`src/core/ivm_pkg.sv`:
```
// Purpose: Constants for the interrupt vector map block
// Assumes: Vector offsets are byte offsets from a 256-byte aligned pointer
// Notes:   Priority position equals the interrupt number

package ivm_pkg;

  // Number of interrupt slots and flag word width
  localparam int unsigned NUM_INT   = 32;
  localparam int unsigned WORD_W    = 16;
  localparam int unsigned PTR_W     = 16;
  localparam int unsigned ADDR_W    = 24;

  // Interrupt numbers of the mapped sources
  localparam int unsigned N_NMI     = 1;
  localparam int unsigned N_EXT3    = 11;
  localparam int unsigned N_EXT4    = 16;
  localparam int unsigned N_RX2     = 17;
  localparam int unsigned N_TX2     = 18;
  localparam int unsigned N_DMA2    = 19;
  localparam int unsigned N_DMA3    = 20;
  localparam int unsigned N_DMA4    = 21;
  localparam int unsigned N_DMA5    = 22;
  localparam int unsigned N_TMR1    = 23;
  localparam int unsigned N_TWS     = 24;
  localparam int unsigned N_LOG     = 25;
  localparam int unsigned N_OS      = 26;
  localparam int unsigned N_SW_LO   = 27;

  // Host-page pointer range
  localparam int unsigned HOST_LO   = 16;
  localparam int unsigned HOST_HI   = 23;

  // Vector offsets indexed by interrupt number
  localparam logic [7:0] VEC_OFS [NUM_INT] = '{
    8'h00, 8'h08, 8'h10, 8'h18, 8'h20, 8'h28, 8'h30, 8'h38,
    8'h40, 8'h48, 8'h50, 8'h58, 8'h80, 8'h88, 8'h90, 8'hC0,
    8'h98, 8'h60, 8'h68, 8'hA0, 8'hA8, 8'h70, 8'h78, 8'hB0,
    8'hB8, 8'hC8, 8'hD0, 8'hD8, 8'hE0, 8'hE8, 8'hF0, 8'hF8};

  // Pin filter pattern: oldest sample first, 1-1-0-0-0
  localparam int unsigned FILT_LEN  = 5;
  localparam logic [4:0]  FILT_PAT  = 5'b1_1000;

  // Reset values
  localparam logic [PTR_W-1:0]  PTR_RST  = 16'h0000;
  localparam logic [WORD_W-1:0] WORD_RST = 16'h0000;

endpackage

```
`src/core/ivm_top.sv`:
```
// Purpose: Maps interrupt events to flags, enables, priority and vectors
// Assumes: Single CPU clock; pins are asynchronous and active low
// Notes:   Software clears flags and writes enables through plain ports, no bus
//          Pins 0..2 land in slots 2, 3 and 10; pins 3 and 4 share
//          their slots with the watchdog and the clock event
//          Pins are sampled on falling edges, everything else on rising
//
// Function
// - Pointer select: 16-23 host page, rest data
// - Nonmaskable input tied inactive; slot reused
// - Pin four and clock share 98h, 16
// - Serial port two: 60h/17, 68h/18
// - Transfer channels 2-5 at A0,A8,70,78
// - Timer one B0h/23, two-wire B8h/24
// - Data log C8h/25, os event D0h/26
// - Software 27-31 at D8h..F8h step eight
// - Held-low pin four blocks clock event
// - Pin three and watchdog share flag
// - Pin four and clock share flag
// - Two-stage sync, falling edge, 11000 pattern

`timescale 1ns/1ps

module ivm_top #(
  parameter int unsigned EXT_N = 5
) (
  input  wire logic              SYS_CLK_IN,
  input  wire logic              ARST_N_IN,
  input  wire logic [EXT_N-1:0]  EXT_REQ_N_IN,
  input  wire logic [31:0]       PERIPH_EVT_IN,
  input  wire logic              WDOG_EVT_IN,
  input  wire logic              RTC_EVT_IN,
  input  wire logic              SW_REQ_ONE_IN,
  input  wire logic [15:0]       PTR_DATA_IN,
  input  wire logic [15:0]       PTR_HOST_IN,
  input  wire logic              PTR_WR_IN,
  input  wire logic [31:0]       FLAG_CLR_IN,
  input  wire logic              ENABLE_WR_IN,
  input  wire logic [31:0]       ENABLE_IN,
  input  wire logic              ACK_IN,
  output logic      [31:0]       FLAG_OUT,
  output logic      [31:0]       ENABLE_OUT,
  output logic                   IRQ_OUT,
  output logic      [4:0]        IRQ_NUM_OUT,
  output logic      [23:0]       VECTOR_OUT
);

  localparam int unsigned N = ivm_pkg::NUM_INT;
  localparam int unsigned W = ivm_pkg::WORD_W;

  ////////////////////////////////////////////////////////////////////////
  // Pin synchronisers and pattern filters
  ////////////////////////////////////////////////////////////////////////

  logic [EXT_N-1:0] sync1_q;
  logic [EXT_N-1:0] sync2_q;
  logic [EXT_N-1:0] pin_det;
  logic [EXT_N-1:0] pin_low;

  // Falling-edge sampling halves the settling window, which the
  // 1-1-0-0-0 filter tolerates since a low must last three cycles
  always_ff @(negedge SYS_CLK_IN or negedge ARST_N_IN) begin
    if (!ARST_N_IN) begin
      sync1_q <= '1;
      sync2_q <= '1;
    end else begin
      sync1_q <= EXT_REQ_N_IN;
      sync2_q <= sync1_q;
    end
  end

  genvar gi;
  generate
    for (gi = 0; gi < EXT_N; gi++) begin : g_pin
      logic [ivm_pkg::FILT_LEN-1:0] sh_q;
      // Shift history of synchronised samples, newest in bit 0
      always_ff @(negedge SYS_CLK_IN or negedge ARST_N_IN) begin
        if (!ARST_N_IN) begin
          sh_q <= '1;
        end else begin
          sh_q <= {sh_q[ivm_pkg::FILT_LEN-2:0], sync2_q[gi]};
        end
      end
      assign pin_det[gi] = (sh_q == ivm_pkg::FILT_PAT);
      // Newest filtered sample; low means the pin is still asserted
      assign pin_low[gi] = ~sh_q[0];
    end
  endgenerate

  // Detection pulses move to the rising-edge domain of the core
  logic [EXT_N-1:0] det_q;
  logic             pin4_low_q;

  // Half a cycle of margin: the filter settles at the falling edge
  // and is taken at the next rising edge
  always_ff @(posedge SYS_CLK_IN or negedge ARST_N_IN) begin
    if (!ARST_N_IN) begin
      det_q <= '0;
    end else begin
      det_q <= pin_det;
    end
  end

  // Level of pin four, masks the clock event while the pin is held low
  always_ff @(posedge SYS_CLK_IN or negedge ARST_N_IN) begin
    if (!ARST_N_IN) begin
      pin4_low_q <= 1'b0;
    end else begin
      pin4_low_q <= pin_low[4];
    end
  end

  ////////////////////////////////////////////////////////////////////////
  // Event mapping into interrupt slots
  ////////////////////////////////////////////////////////////////////////

  logic [N-1:0] evt;
  logic         rtc_seen;

  // Clock event is only seen while pin four sits high; a held-low
  // pin hides it, so users should pick one of the two sources
  assign rtc_seen = RTC_EVT_IN & ~pin4_low_q;

  // Slot map at a glance:
  //   1      software one or watchdog; the nonmaskable pin never fires
  //   11     pin three or watchdog, one shared flag
  //   16     pin four or clock event, one shared flag
  //   27-31  no source at all, events tied to zero
  always_comb begin
    evt = PERIPH_EVT_IN;
    // Pins occupy slots 2,3,10,11 and 16; nonmaskable never fires
    evt[ivm_pkg::N_NMI]  = SW_REQ_ONE_IN | WDOG_EVT_IN;
    evt[2]               = PERIPH_EVT_IN[2] | det_q[0];
    evt[3]               = PERIPH_EVT_IN[3] | det_q[1];
    evt[10]              = PERIPH_EVT_IN[10] | det_q[2];
    evt[ivm_pkg::N_EXT3] = det_q[3] | WDOG_EVT_IN;
    evt[ivm_pkg::N_EXT4] = det_q[4] | rtc_seen;
    evt[ivm_pkg::N_RX2]  = PERIPH_EVT_IN[ivm_pkg::N_RX2];
    evt[ivm_pkg::N_TX2]  = PERIPH_EVT_IN[ivm_pkg::N_TX2];
    for (int i = ivm_pkg::N_SW_LO; i < N; i++) begin
      evt[i] = 1'b0;
    end
  end

  ////////////////////////////////////////////////////////////////////////
  // Flag words and enable words
  ////////////////////////////////////////////////////////////////////////

  logic [N-1:0] flag_q;
  logic [N-1:0] enable_q;
  logic [N-1:0] take;
  logic [N-1:0] flag_keep;
  logic [W-1:0] flag_word_zero_q;
  logic [W-1:0] flag_word_one_q;
  logic [W-1:0] enable_word_zero_q;
  logic [W-1:0] enable_word_one_q;

  // Bits survive unless software clears them or the core accepts them
  assign flag_keep = flag_q & ~FLAG_CLR_IN & ~take;

  // Slots 0-15; an event in the same cycle as a clear keeps the flag
  // set, so a clear racing a fresh event never loses the event
  always_ff @(posedge SYS_CLK_IN or negedge ARST_N_IN) begin
    if (!ARST_N_IN) begin
      flag_word_zero_q <= ivm_pkg::WORD_RST;
    end else begin
      flag_word_zero_q <= flag_keep[W-1:0] | evt[W-1:0];
    end
  end

  // Slots 16-31, same set-wins rule as the lower word
  always_ff @(posedge SYS_CLK_IN or negedge ARST_N_IN) begin
    if (!ARST_N_IN) begin
      flag_word_one_q <= ivm_pkg::WORD_RST;
    end else begin
      flag_word_one_q <= flag_keep[N-1:W] | evt[N-1:W];
    end
  end

  // Enable words change only on an explicit write; both load in one
  // cycle so a half-written mask is never forwarded
  always_ff @(posedge SYS_CLK_IN or negedge ARST_N_IN) begin
    if (!ARST_N_IN) begin
      enable_word_zero_q <= ivm_pkg::WORD_RST;
    end else if (ENABLE_WR_IN) begin
      enable_word_zero_q <= ENABLE_IN[W-1:0];
    end
  end

  // Upper enable word, slots 16-31
  always_ff @(posedge SYS_CLK_IN or negedge ARST_N_IN) begin
    if (!ARST_N_IN) begin
      enable_word_one_q <= ivm_pkg::WORD_RST;
    end else if (ENABLE_WR_IN) begin
      enable_word_one_q <= ENABLE_IN[N-1:W];
    end
  end

  assign flag_q     = {flag_word_one_q, flag_word_zero_q};
  assign enable_q   = {enable_word_one_q, enable_word_zero_q};
  assign FLAG_OUT   = flag_q;
  assign ENABLE_OUT = enable_q;

  ////////////////////////////////////////////////////////////////////////
  // Vector pointers
  ////////////////////////////////////////////////////////////////////////

  logic [15:0] ptr_data_q;
  logic [15:0] ptr_host_q;

  // Data-page pointer: base for slots 0-15 and 24-31
  always_ff @(posedge SYS_CLK_IN or negedge ARST_N_IN) begin
    if (!ARST_N_IN) begin
      ptr_data_q <= ivm_pkg::PTR_RST;
    end else if (PTR_WR_IN) begin
      ptr_data_q <= PTR_DATA_IN;
    end
  end

  // Host-page pointer: base for slots 16-23 only
  always_ff @(posedge SYS_CLK_IN or negedge ARST_N_IN) begin
    if (!ARST_N_IN) begin
      ptr_host_q <= ivm_pkg::PTR_RST;
    end else if (PTR_WR_IN) begin
      ptr_host_q <= PTR_HOST_IN;
    end
  end

  ////////////////////////////////////////////////////////////////////////
  // Priority selection and vector formation
  ////////////////////////////////////////////////////////////////////////

  logic [N-1:0] pend;
  logic         any_pend;
  logic [4:0]   win;
  logic [15:0]  base;

  assign pend = flag_q & enable_q;

  // Lowest number wins, since priority equals interrupt number
  always_comb begin
    win      = '0;
    any_pend = 1'b0;
    for (int i = N - 1; i >= 0; i--) begin
      if (pend[i]) begin
        win      = i[4:0];
        any_pend = 1'b1;
      end
    end
  end

  // Host page only for slots 16 through 23
  always_comb begin
    if (win >= 5'(ivm_pkg::HOST_LO) && win <= 5'(ivm_pkg::HOST_HI)) begin
      base = ptr_host_q;
    end else begin
      base = ptr_data_q;
    end
  end

  // Offsets come from one table: ..live in its entries
  logic [23:0] vec_d;
  assign vec_d = {base, ivm_pkg::VEC_OFS[win]};

  // Request is held until the core acknowledges; ack clears the flag
  logic        irq_q;
  logic [4:0]  num_q;
  logic [23:0] vec_q;

  // Request level: low for one cycle after every accept, so the core
  // never takes the same presentation twice
  always_ff @(posedge SYS_CLK_IN or negedge ARST_N_IN) begin
    if (!ARST_N_IN) begin
      irq_q <= 1'b0;
    end else begin
      irq_q <= any_pend & ~(ACK_IN & irq_q);
    end
  end

  // Number of the winning slot, refreshed every cycle
  always_ff @(posedge SYS_CLK_IN or negedge ARST_N_IN) begin
    if (!ARST_N_IN) begin
      num_q <= '0;
    end else begin
      num_q <= win;
    end
  end

  // Vector of the winning slot; loads with the number so both pair
  always_ff @(posedge SYS_CLK_IN or negedge ARST_N_IN) begin
    if (!ARST_N_IN) begin
      vec_q <= '0;
    end else begin
      vec_q <= vec_d;
    end
  end

  // Acknowledge retires only the slot being presented
  always_comb begin
    take = '0;
    if (ACK_IN && irq_q) begin
      take[num_q] = 1'b1;
    end
  end

  assign IRQ_OUT     = irq_q;
  assign IRQ_NUM_OUT = num_q;
  assign VECTOR_OUT  = vec_q;

endmodule

```
`config.mk`:
```
export PLATFORM = sky130hd
export DESIGN_NAME = ivm_top
export DESIGN_NICKNAME = d
export VERILOG_FILES = /design/src/core/ivm_pkg.sv /design/src/core/ivm_top.sv
export SDC_FILE = /design/constraint.sdc
export NUM_CORES = 1
export LEC_CHECK = 0
export ABC_CLOCK_PERIOD_IN_PS = 4100
export BUFFER_PORTS_ARGS = -buffer_cell sky130_fd_sc_hd__buf_4
export CAP_MARGIN = 20
export CORE_MARGIN = 10
export CORE_UTILIZATION = 45
export DETAILED_ROUTE_END_ITERATION = 7
export GPL_TIMING_DRIVEN = 0
export PLACE_DENSITY = 0.77
export SKIP_LAST_GASP = 1
export SLEW_MARGIN = 15
export SYNTH_ARGS = -nofsm -noshare
export SYNTH_HDL_FRONTEND = slang
export SYNTH_SLANG_ARGS = --single-unit
```
`constraint.sdc`:
```
create_clock -name SYS_CLK_IN -period 4.1 [get_ports SYS_CLK_IN]
set_input_delay 0.82 -clock SYS_CLK_IN [delete_from_list [all_inputs] [get_ports SYS_CLK_IN]]
set_output_delay 0.82 -clock SYS_CLK_IN [all_outputs]
set_load 0.03 [all_outputs]
```
==> impl_metrics.tcl, run 1 <==
set metrics [dict create \
    status "completed" \
    power_frac_clock 0.400 \
    end_kind "register" \
    final_cell_area_um2 9420 \
    cts_resized 0 \
    die_h_um 142 \
    utilization 0.646 \
    core_area_um2 14600 \
    crit_path_frequent_cell "o21ai_0" \
    synth_cell_types 52 \
    hold_ws_ns 0.274 \
    critPathLaunchType "register" \
    yosys-top-cells-area "dfrtp_1 (48%), dfstp_2 (14%), mux2_2 (12%)" \
    grt_usage 0.203 \
    die_width_um 142 \
    slew_headroom 0.328 \
    antenna_left 0 \
    crit_fanout 10 \
    io-pin-count 235 \
    ctsHoldBuffers 0 \
    via_count 5255 \
    power_switching_w 0.00139 \
    finalHoldViolCount 0 \
    n_antenna_cell 0 \
    clk_pin_slew_worst_paths_ns 0.07 \
    cap_violations 0 \
    cp_data_arrival_time_ns 3.76 \
    cell_internal_pwr_w 0.00305 \
    setup_viol 0 \
    grt_pass1_vias 5805 \
    yosys.area.top_type "dfrtp_1" \
    grt_pass1_wl_mm 31.9 \
    synth_warnings 0 \
    antenna_found_initial 0 \
    cp.required_ns 4.42 \
    cts_buffer_depth 2 \
    max_freq_ghz 0.291 \
    yosys_register_bits 164 \
    drtIter0Drc 370 \
    numCtsBuffers 17 \
    power_density_nw_per_um2 471 \
    root_buffer "clkbuf_16" \
    ir_drop_mv 0.282 \
    combPwrFrac 0.177 \
    die_area_um2 20200 \
    dpl_cell_area_um2 8660 \
    maxSlewViolCount 0 \
    synth.top_cell.area_share 0.481 \
    wl_per_cell_um 20.7 \
    seq_area_frac_synth 0.618 \
    nNetsFinal 934 \
    rsz0062_at_grt "false" \
    vias_per_cell 5.35 \
    drtPass1Iterations 5 \
    post-route-min-period_ns 3.44 \
    start_util 0.460 \
    netlist_area_um2 6710 \
    dp.cells 917 \
    port_buffers 221 \
    row_count 44 \
    crit_chain "a22o_1 > o211a_1 > o21ai_0 > o21ai_0 > o31ai_1 > ha_1 > nor3_1 > a31oi_4 > buf_12 > mux2_4" \
    h-tree-depth 4 \
    dp_hpwl_mm 15.6 \
    slowest_stage "o31ai_1" \
    clock_skew_ns 0.0406 \
    p_seq_frac 0.422 \
    hold_class "input pin to async pin" \
    syn_avg_cell_area_um2 13.2 \
    worstMarginPinSlew_ns 1.00 \
    grt_overflow 0 \
    clock_latency_ns 0.47 \
    async_flop_share 1.00 \
    synth_edf_count 0 \
    drcViolationCount 0 \
    critical_path.max_stage_delay_ns 0.67 \
    area_delta_synth_final_pct 40.5 \
    grt_max_degree 112 \
    synth_cells 507 \
    synthFlopType "dfrtp_1" \
    cts_sinks 164 \
    layoutNonFillerInstCount 983 \
    period_share 0.838 \
    routed_wl_mm 20.4 \
    switching_share 0.313 \
    cts_tree "built" \
    drive_gt1_frac 0.507 \
    leakage_nw 4.51 \
    post_cts_buffers 0 \
    gp_congestion 0.844 \
    worstSetupPathType "register to register" \
]
[sequential cells by signal (all words and copies together), names as in the netlist]
name / cells
enable_word_one_q: 16
flag_word_zero_q: 16
enable_word_zero_q: 16
g_pin.sh_q: 25
sync2_q: 5
flag_word_one_q: 16
IRQ_NUM_OUT: 5
sync1_q: 5
ptr_data_q: 16
det_q: 5
pin4_low_q: 1
IRQ_OUT: 1
VECTOR_OUT: 21
ptr_host_q: 16
[layout make-up]
type	instances	area (µm²)
multi-input combinational	294	2360
inverter	33	124
timing repair buffer	224	1710
fill	1062	5160
sequential	164	4150
clock inverter	48	288
buffer	17	92.6
tap	184	230
clock buffer	19	475
[metal layers]
metal | vias up | track usage | part of all wire
met5 | - | 0 | 0
met1 | 2649 | 0.231 | 0.39
met2 | 199 | 0.350 | 0.53
met4 | 0 | 0.0742 | 0.020
li1 | 2374 | - | -
met3 | 33 | 0.0624 | 0.065
[logic make-up (layout without fill, tap and decap cells)]
group                      count (synthesis)  count (layout)  synth area share
DFF                                      164             164             0.618
muxes                                     83              83             0.144
buffers and inverters                     51             341            0.0328
AOI/OAI and AO/OA                         95              95             0.117
other                                      1               3          0.000559
and+or+nand+nor                          106             106            0.0742
adders and majority gates                  7               7            0.0131
[power groups by stage]
stage	registers, W	logic (W)	clock network (W)
2_1_floorplan	0.00203	0.000266	0.0000536
3_3_place_gp	0.00189	0.000763	0.0000536
3_5_place_dp	0.00190	0.000790	0.0000536
4_1_cts	0.00188	0.000796	0.00180
5_1_grt	0.00189	0.000845	0.00191
6_report	0.00188	0.000788	0.00178
[synth_stat cells (2+ instances only)]
cell type and n:
and3b_1 2, a311o_1 5, o21ai_0 8, nor2_1 8
a41oi_1 4, a21oi_1 7, dfrtp_1 129, nand3_1 3
a32o_1 3, o211ai_1 2, nand2_1 59, nor3_1 5
nor4_1 6, a22oi_1 11, and2_1 2, mux2_2 70
or2_2 2, ha_1 7, buf_1 6, a22o_1 13
mux2i_1 3, inv_1 34, a32oi_1 2, a2111oi_2 2
clkbuf_1 6, mux2_4 10, a211oi_1 3, nand4_1 4
buf_4 3, nor3b_1 4, a31oi_1 3, a31o_2 21
dfstp_2 35, nand2b_1 7
[metrics by stage]
step	total power (W)	TNS [ns]	setup slack, ns
after CTS	0.00447	0	0.619
final	0.00444	0	0.663
after detailed placement	0.00274	0	0.420
after global placement	0.00270	-4.40	-0.134
after global routing	0.00464	0	0.447
after floorplan	0.00235	0	1.13
[worst paths after layout]
check / cells past startpoint / to / slack [ns] / start
worst max register to register: 10 / VECTOR_OUT[11]$_DFF_PN0_ / 0.66 / enable_word_one_q[12]$_DFFE_PN0P_
min in group SYS_CLK_IN: 0 / g_pin[1].sh_q[0]$_DFF_NN1_ / 0.35 / sync2_q[1]$_DFF_NN1_
max in group asynchronous: 2 / g_pin[2].sh_q[1]$_DFF_NN1_ / 0.92 / ARST_N_IN
worst min-delay path: 1 / ptr_data_q[7]$_DFFE_PN0P_ / 0.27 / ARST_N_IN
worst max-delay path: 10 / VECTOR_OUT[11]$_DFF_PN0_ / 0.66 / enable_word_one_q[12]$_DFFE_PN0P_
worst min register to register: 0 / g_pin[1].sh_q[0]$_DFF_NN1_ / 0.35 / sync2_q[1]$_DFF_NN1_
[cells in the final DEF, fill, tap and decap left out, types with 8 or more instances in the layout]
| master | synthesis | final |
|---|---|---|
| nand2_1 | 59 | 59 |
| buf_4 | 3 | 225 |
| clkbuf_16 | 0 | 19 |
| o21ai_0 | 8 | 8 |
| inv_1 | 34 | 68 |
| a22o_1 | 13 | 13 |
| dfstp_2 | 35 | 35 |
| mux2_4 | 10 | 10 |
| dfrtp_1 | 129 | 129 |
| a31o_2 | 21 | 21 |
| a22oi_1 | 11 | 11 |
| mux2_2 | 70 | 70 |
| nor2_1 | 8 | 8 |
[critical path: cells and delay by family, from the launching register on]
family	cells	cell delay, ns
fa+ha+maj	1	0.29
flops	1	0.44
mux	1	0.31
simple gates	1	0.08
compound gates	6	1.99
buf+inv	1	0.21
Power figures use the tool's default switching activity.
==> run 2, diff against run 1 <==
- ABC_CLOCK_PERIOD_IN_PS: 4100 -> 2900
- PLACE_DENSITY: 0.77 -> 0.8
- clock period: 4.1 -> 2.9 ns (I/O delays scaled with it)
==> impl_metrics.tcl, run 2 (synthesis gave the netlist of run 1 again) <==
set metrics [dict create \
    multiInputGateArea_um2 2440 \
    hold_class "input pin to async pin" \
    core_area_um2 14600 \
    wirelength_met1_mm 7.60 \
    cp.required_ns 3.23 \
    max_freq_ghz 0.346 \
    startpoint "enable_word_zero_q[3]$_DFFE_PN0P_" \
    largest_reg_flops 25 \
    critPathTopFamily "compound AO/OA/AOI/OAI gates" \
    top_layer_used "met4" \
    critPathLaunchType "register" \
    crit_fanout 5 \
    maxSlewViolCount 0 \
    antenna_found_initial 0 \
    cts_sinks 164 \
    antenna_left 0 \
    regMostFlops "g_pin.sh_q" \
    layoutNonFillerInstCount 999 \
    cp_num_cells 11 \
    ir_drop_mv 0.535 \
    power_density_nw_per_um2 657 \
    n_antenna_cell 0 \
    nNetsFinal 950 \
    r2r_start "enable_word_zero_q[3]$_DFFE_PN0P_" \
    clock_skew_ns 0.0380 \
    h-tree-depth 4 \
    routed_wl_mm 21.1 \
    root_buffer "clkbuf_16" \
    wl_per_cell_um 21.1 \
    row_count 44 \
    area_delta_synth_final_pct 43.6 \
    grt_pass1_wl_mm 31.9 \
    numCtsBuffers 17 \
    slowest_stage "a222oi_1" \
    leakage_nw 4.59 \
    hold_ws_ns 0.0547 \
    seq_area_um2 4150 \
    clk_pin_slew_worst_paths_ns 0.07 \
    worstSetupPathType "register to register" \
    finalHoldViolCount 0 \
    path_buf_inv 3 \
    power_w 0.00633 \
    end_kind "register" \
    ff2ff_setup_slack_ns 0.009 \
    drive_gt1_frac 0.531 \
    clock_latency_ns 0.47 \
    cap_violations 0 \
    io-pin-count 235 \
    grt_overflow 0 \
    cts_tree "built" \
    die_width_um 142 \
    grt_max_degree 104 \
    status "completed" \
    utilization 0.660 \
    final_cell_mix "buf_4 (238), dfrtp_1 (127), mux2_2 (70)" \
    die_h_um 142 \
    die_area_um2 20200 \
    crit_chain "a222oi_1 > o21ai_2 > a2111oi_4 > buf_4 > a211oi_4 > ha_2 > nor3_4 > a31oi_4 > buf_12 > clkbuf_16 > mux2_4" \
    cp_data_arrival_time_ns 3.22 \
    drcViolationCount 0 \
    rsz0062_at_grt "true" \
    gp_congestion 0.875 \
    dp.cells 916 \
    final_common_cell "buf_4" \
    fillerInstances 1083 \
    worstMarginPinSlew_ns 0.941 \
    port_buffers 221 \
    via_count 5388 \
    pre_cts_ws_ns -0.359 \
    slew_headroom 0.370 \
    start_util 0.460 \
    dp_hpwl_mm 15.5 \
    cts_buffer_depth 2 \
    drtIter0Drc 427 \
    critPathCapture "VECTOR_OUT[16]$_DFF_PN0_" \
    vias_per_cell 5.39 \
    setup_viol 0 \
    ff2ff_path_depth 11 \
    layout_setup_ws_ns 0.00867 \
    period_share 0.997 \
    r2r-end "VECTOR_OUT[16]$_DFF_PN0_" \
    drtPass1Iterations 8 \
    grt_pass1_vias 5773 \
    dr_wl_met3_mm 2.16 \
    dr_wl_met2_mm 10.9 \
    post-route-min-period_ns 2.89 \
    critical_path.max_stage_delay_ns 0.52 \
    grt_usage 0.203 \
]
run 2: report_power, final:
part	total, W	internal, W	switching [W]
Sequential	0.00265	0.00249	0.000158
Combinational	0.00120	0.000532	0.000666
Clock	0.00248	0.00125	0.00123
run 2: repair_timing:
item	in CTS	in global routing
pin swaps	6	6
gates cloned	0	1
setup endpoints to repair	18	20
buffers inserted	9	7
hold buffers	0	0
gates resized for setup	6	13
run 2: how the worst min path moves through the flow:
| stage | start | end | slack, ns | cells after the start |
|---|---|---|---|---|
| final | ARST_N_IN | enable_word_one_q[12]$_DFFE_PN0P_ | 0.05 | 1 |
| after global routing | ARST_N_IN | enable_word_one_q[12]$_DFFE_PN0P_ | 0.09 | 1 |
| after CTS | ARST_N_IN | enable_word_one_q[12]$_DFFE_PN0P_ | 0.07 | 1 |
| after detailed placement | sync1_q[4]$_DFF_NN1_ | sync2_q[4]$_DFF_NN1_ | 0.35 | 0 |
| after global placement | sync2_q[3]$_DFF_NN1_ | g_pin[3].sh_q[0]$_DFF_NN1_ | 0.35 | 0 |
| after floorplan | ARST_N_IN | IRQ_NUM_OUT[0]$_DFF_PN0_ | 0.28 | 0 |
run 2: layer usage:
| layer | global-route usage | vias to the layer above |
|---|---|---|
| li1 | - | 2410 |
| met3 | 0.0771 | 46 |
| met1 | 0.223 | 2669 |
| met2 | 0.352 | 263 |
| met5 | 0 | - |
| met4 | 0.0715 | 0 |
run 2: final cells by class:
cell class,count,share of cell area
multi-input cells,294,0.253
plain buffers,17,0.00961
clock buffers,17,0.0442
inverters,33,0.0129
flip-flops and latches,164,0.431
well taps,184,0.0239
repair buffers,240,0.193
clock inverters,50,0.0325
run 2: through the flow:
step / setup TNS [ns] / instance area [µm²]
6_report: 0 / 9630
3_3_place_gp: -23.01 / 8610
2_1_floorplan: 0 / 6730
5_1_grt: -1.07 / 9630
3_5_place_dp: -5.00 / 8660
4_1_cts: 0 / 9490
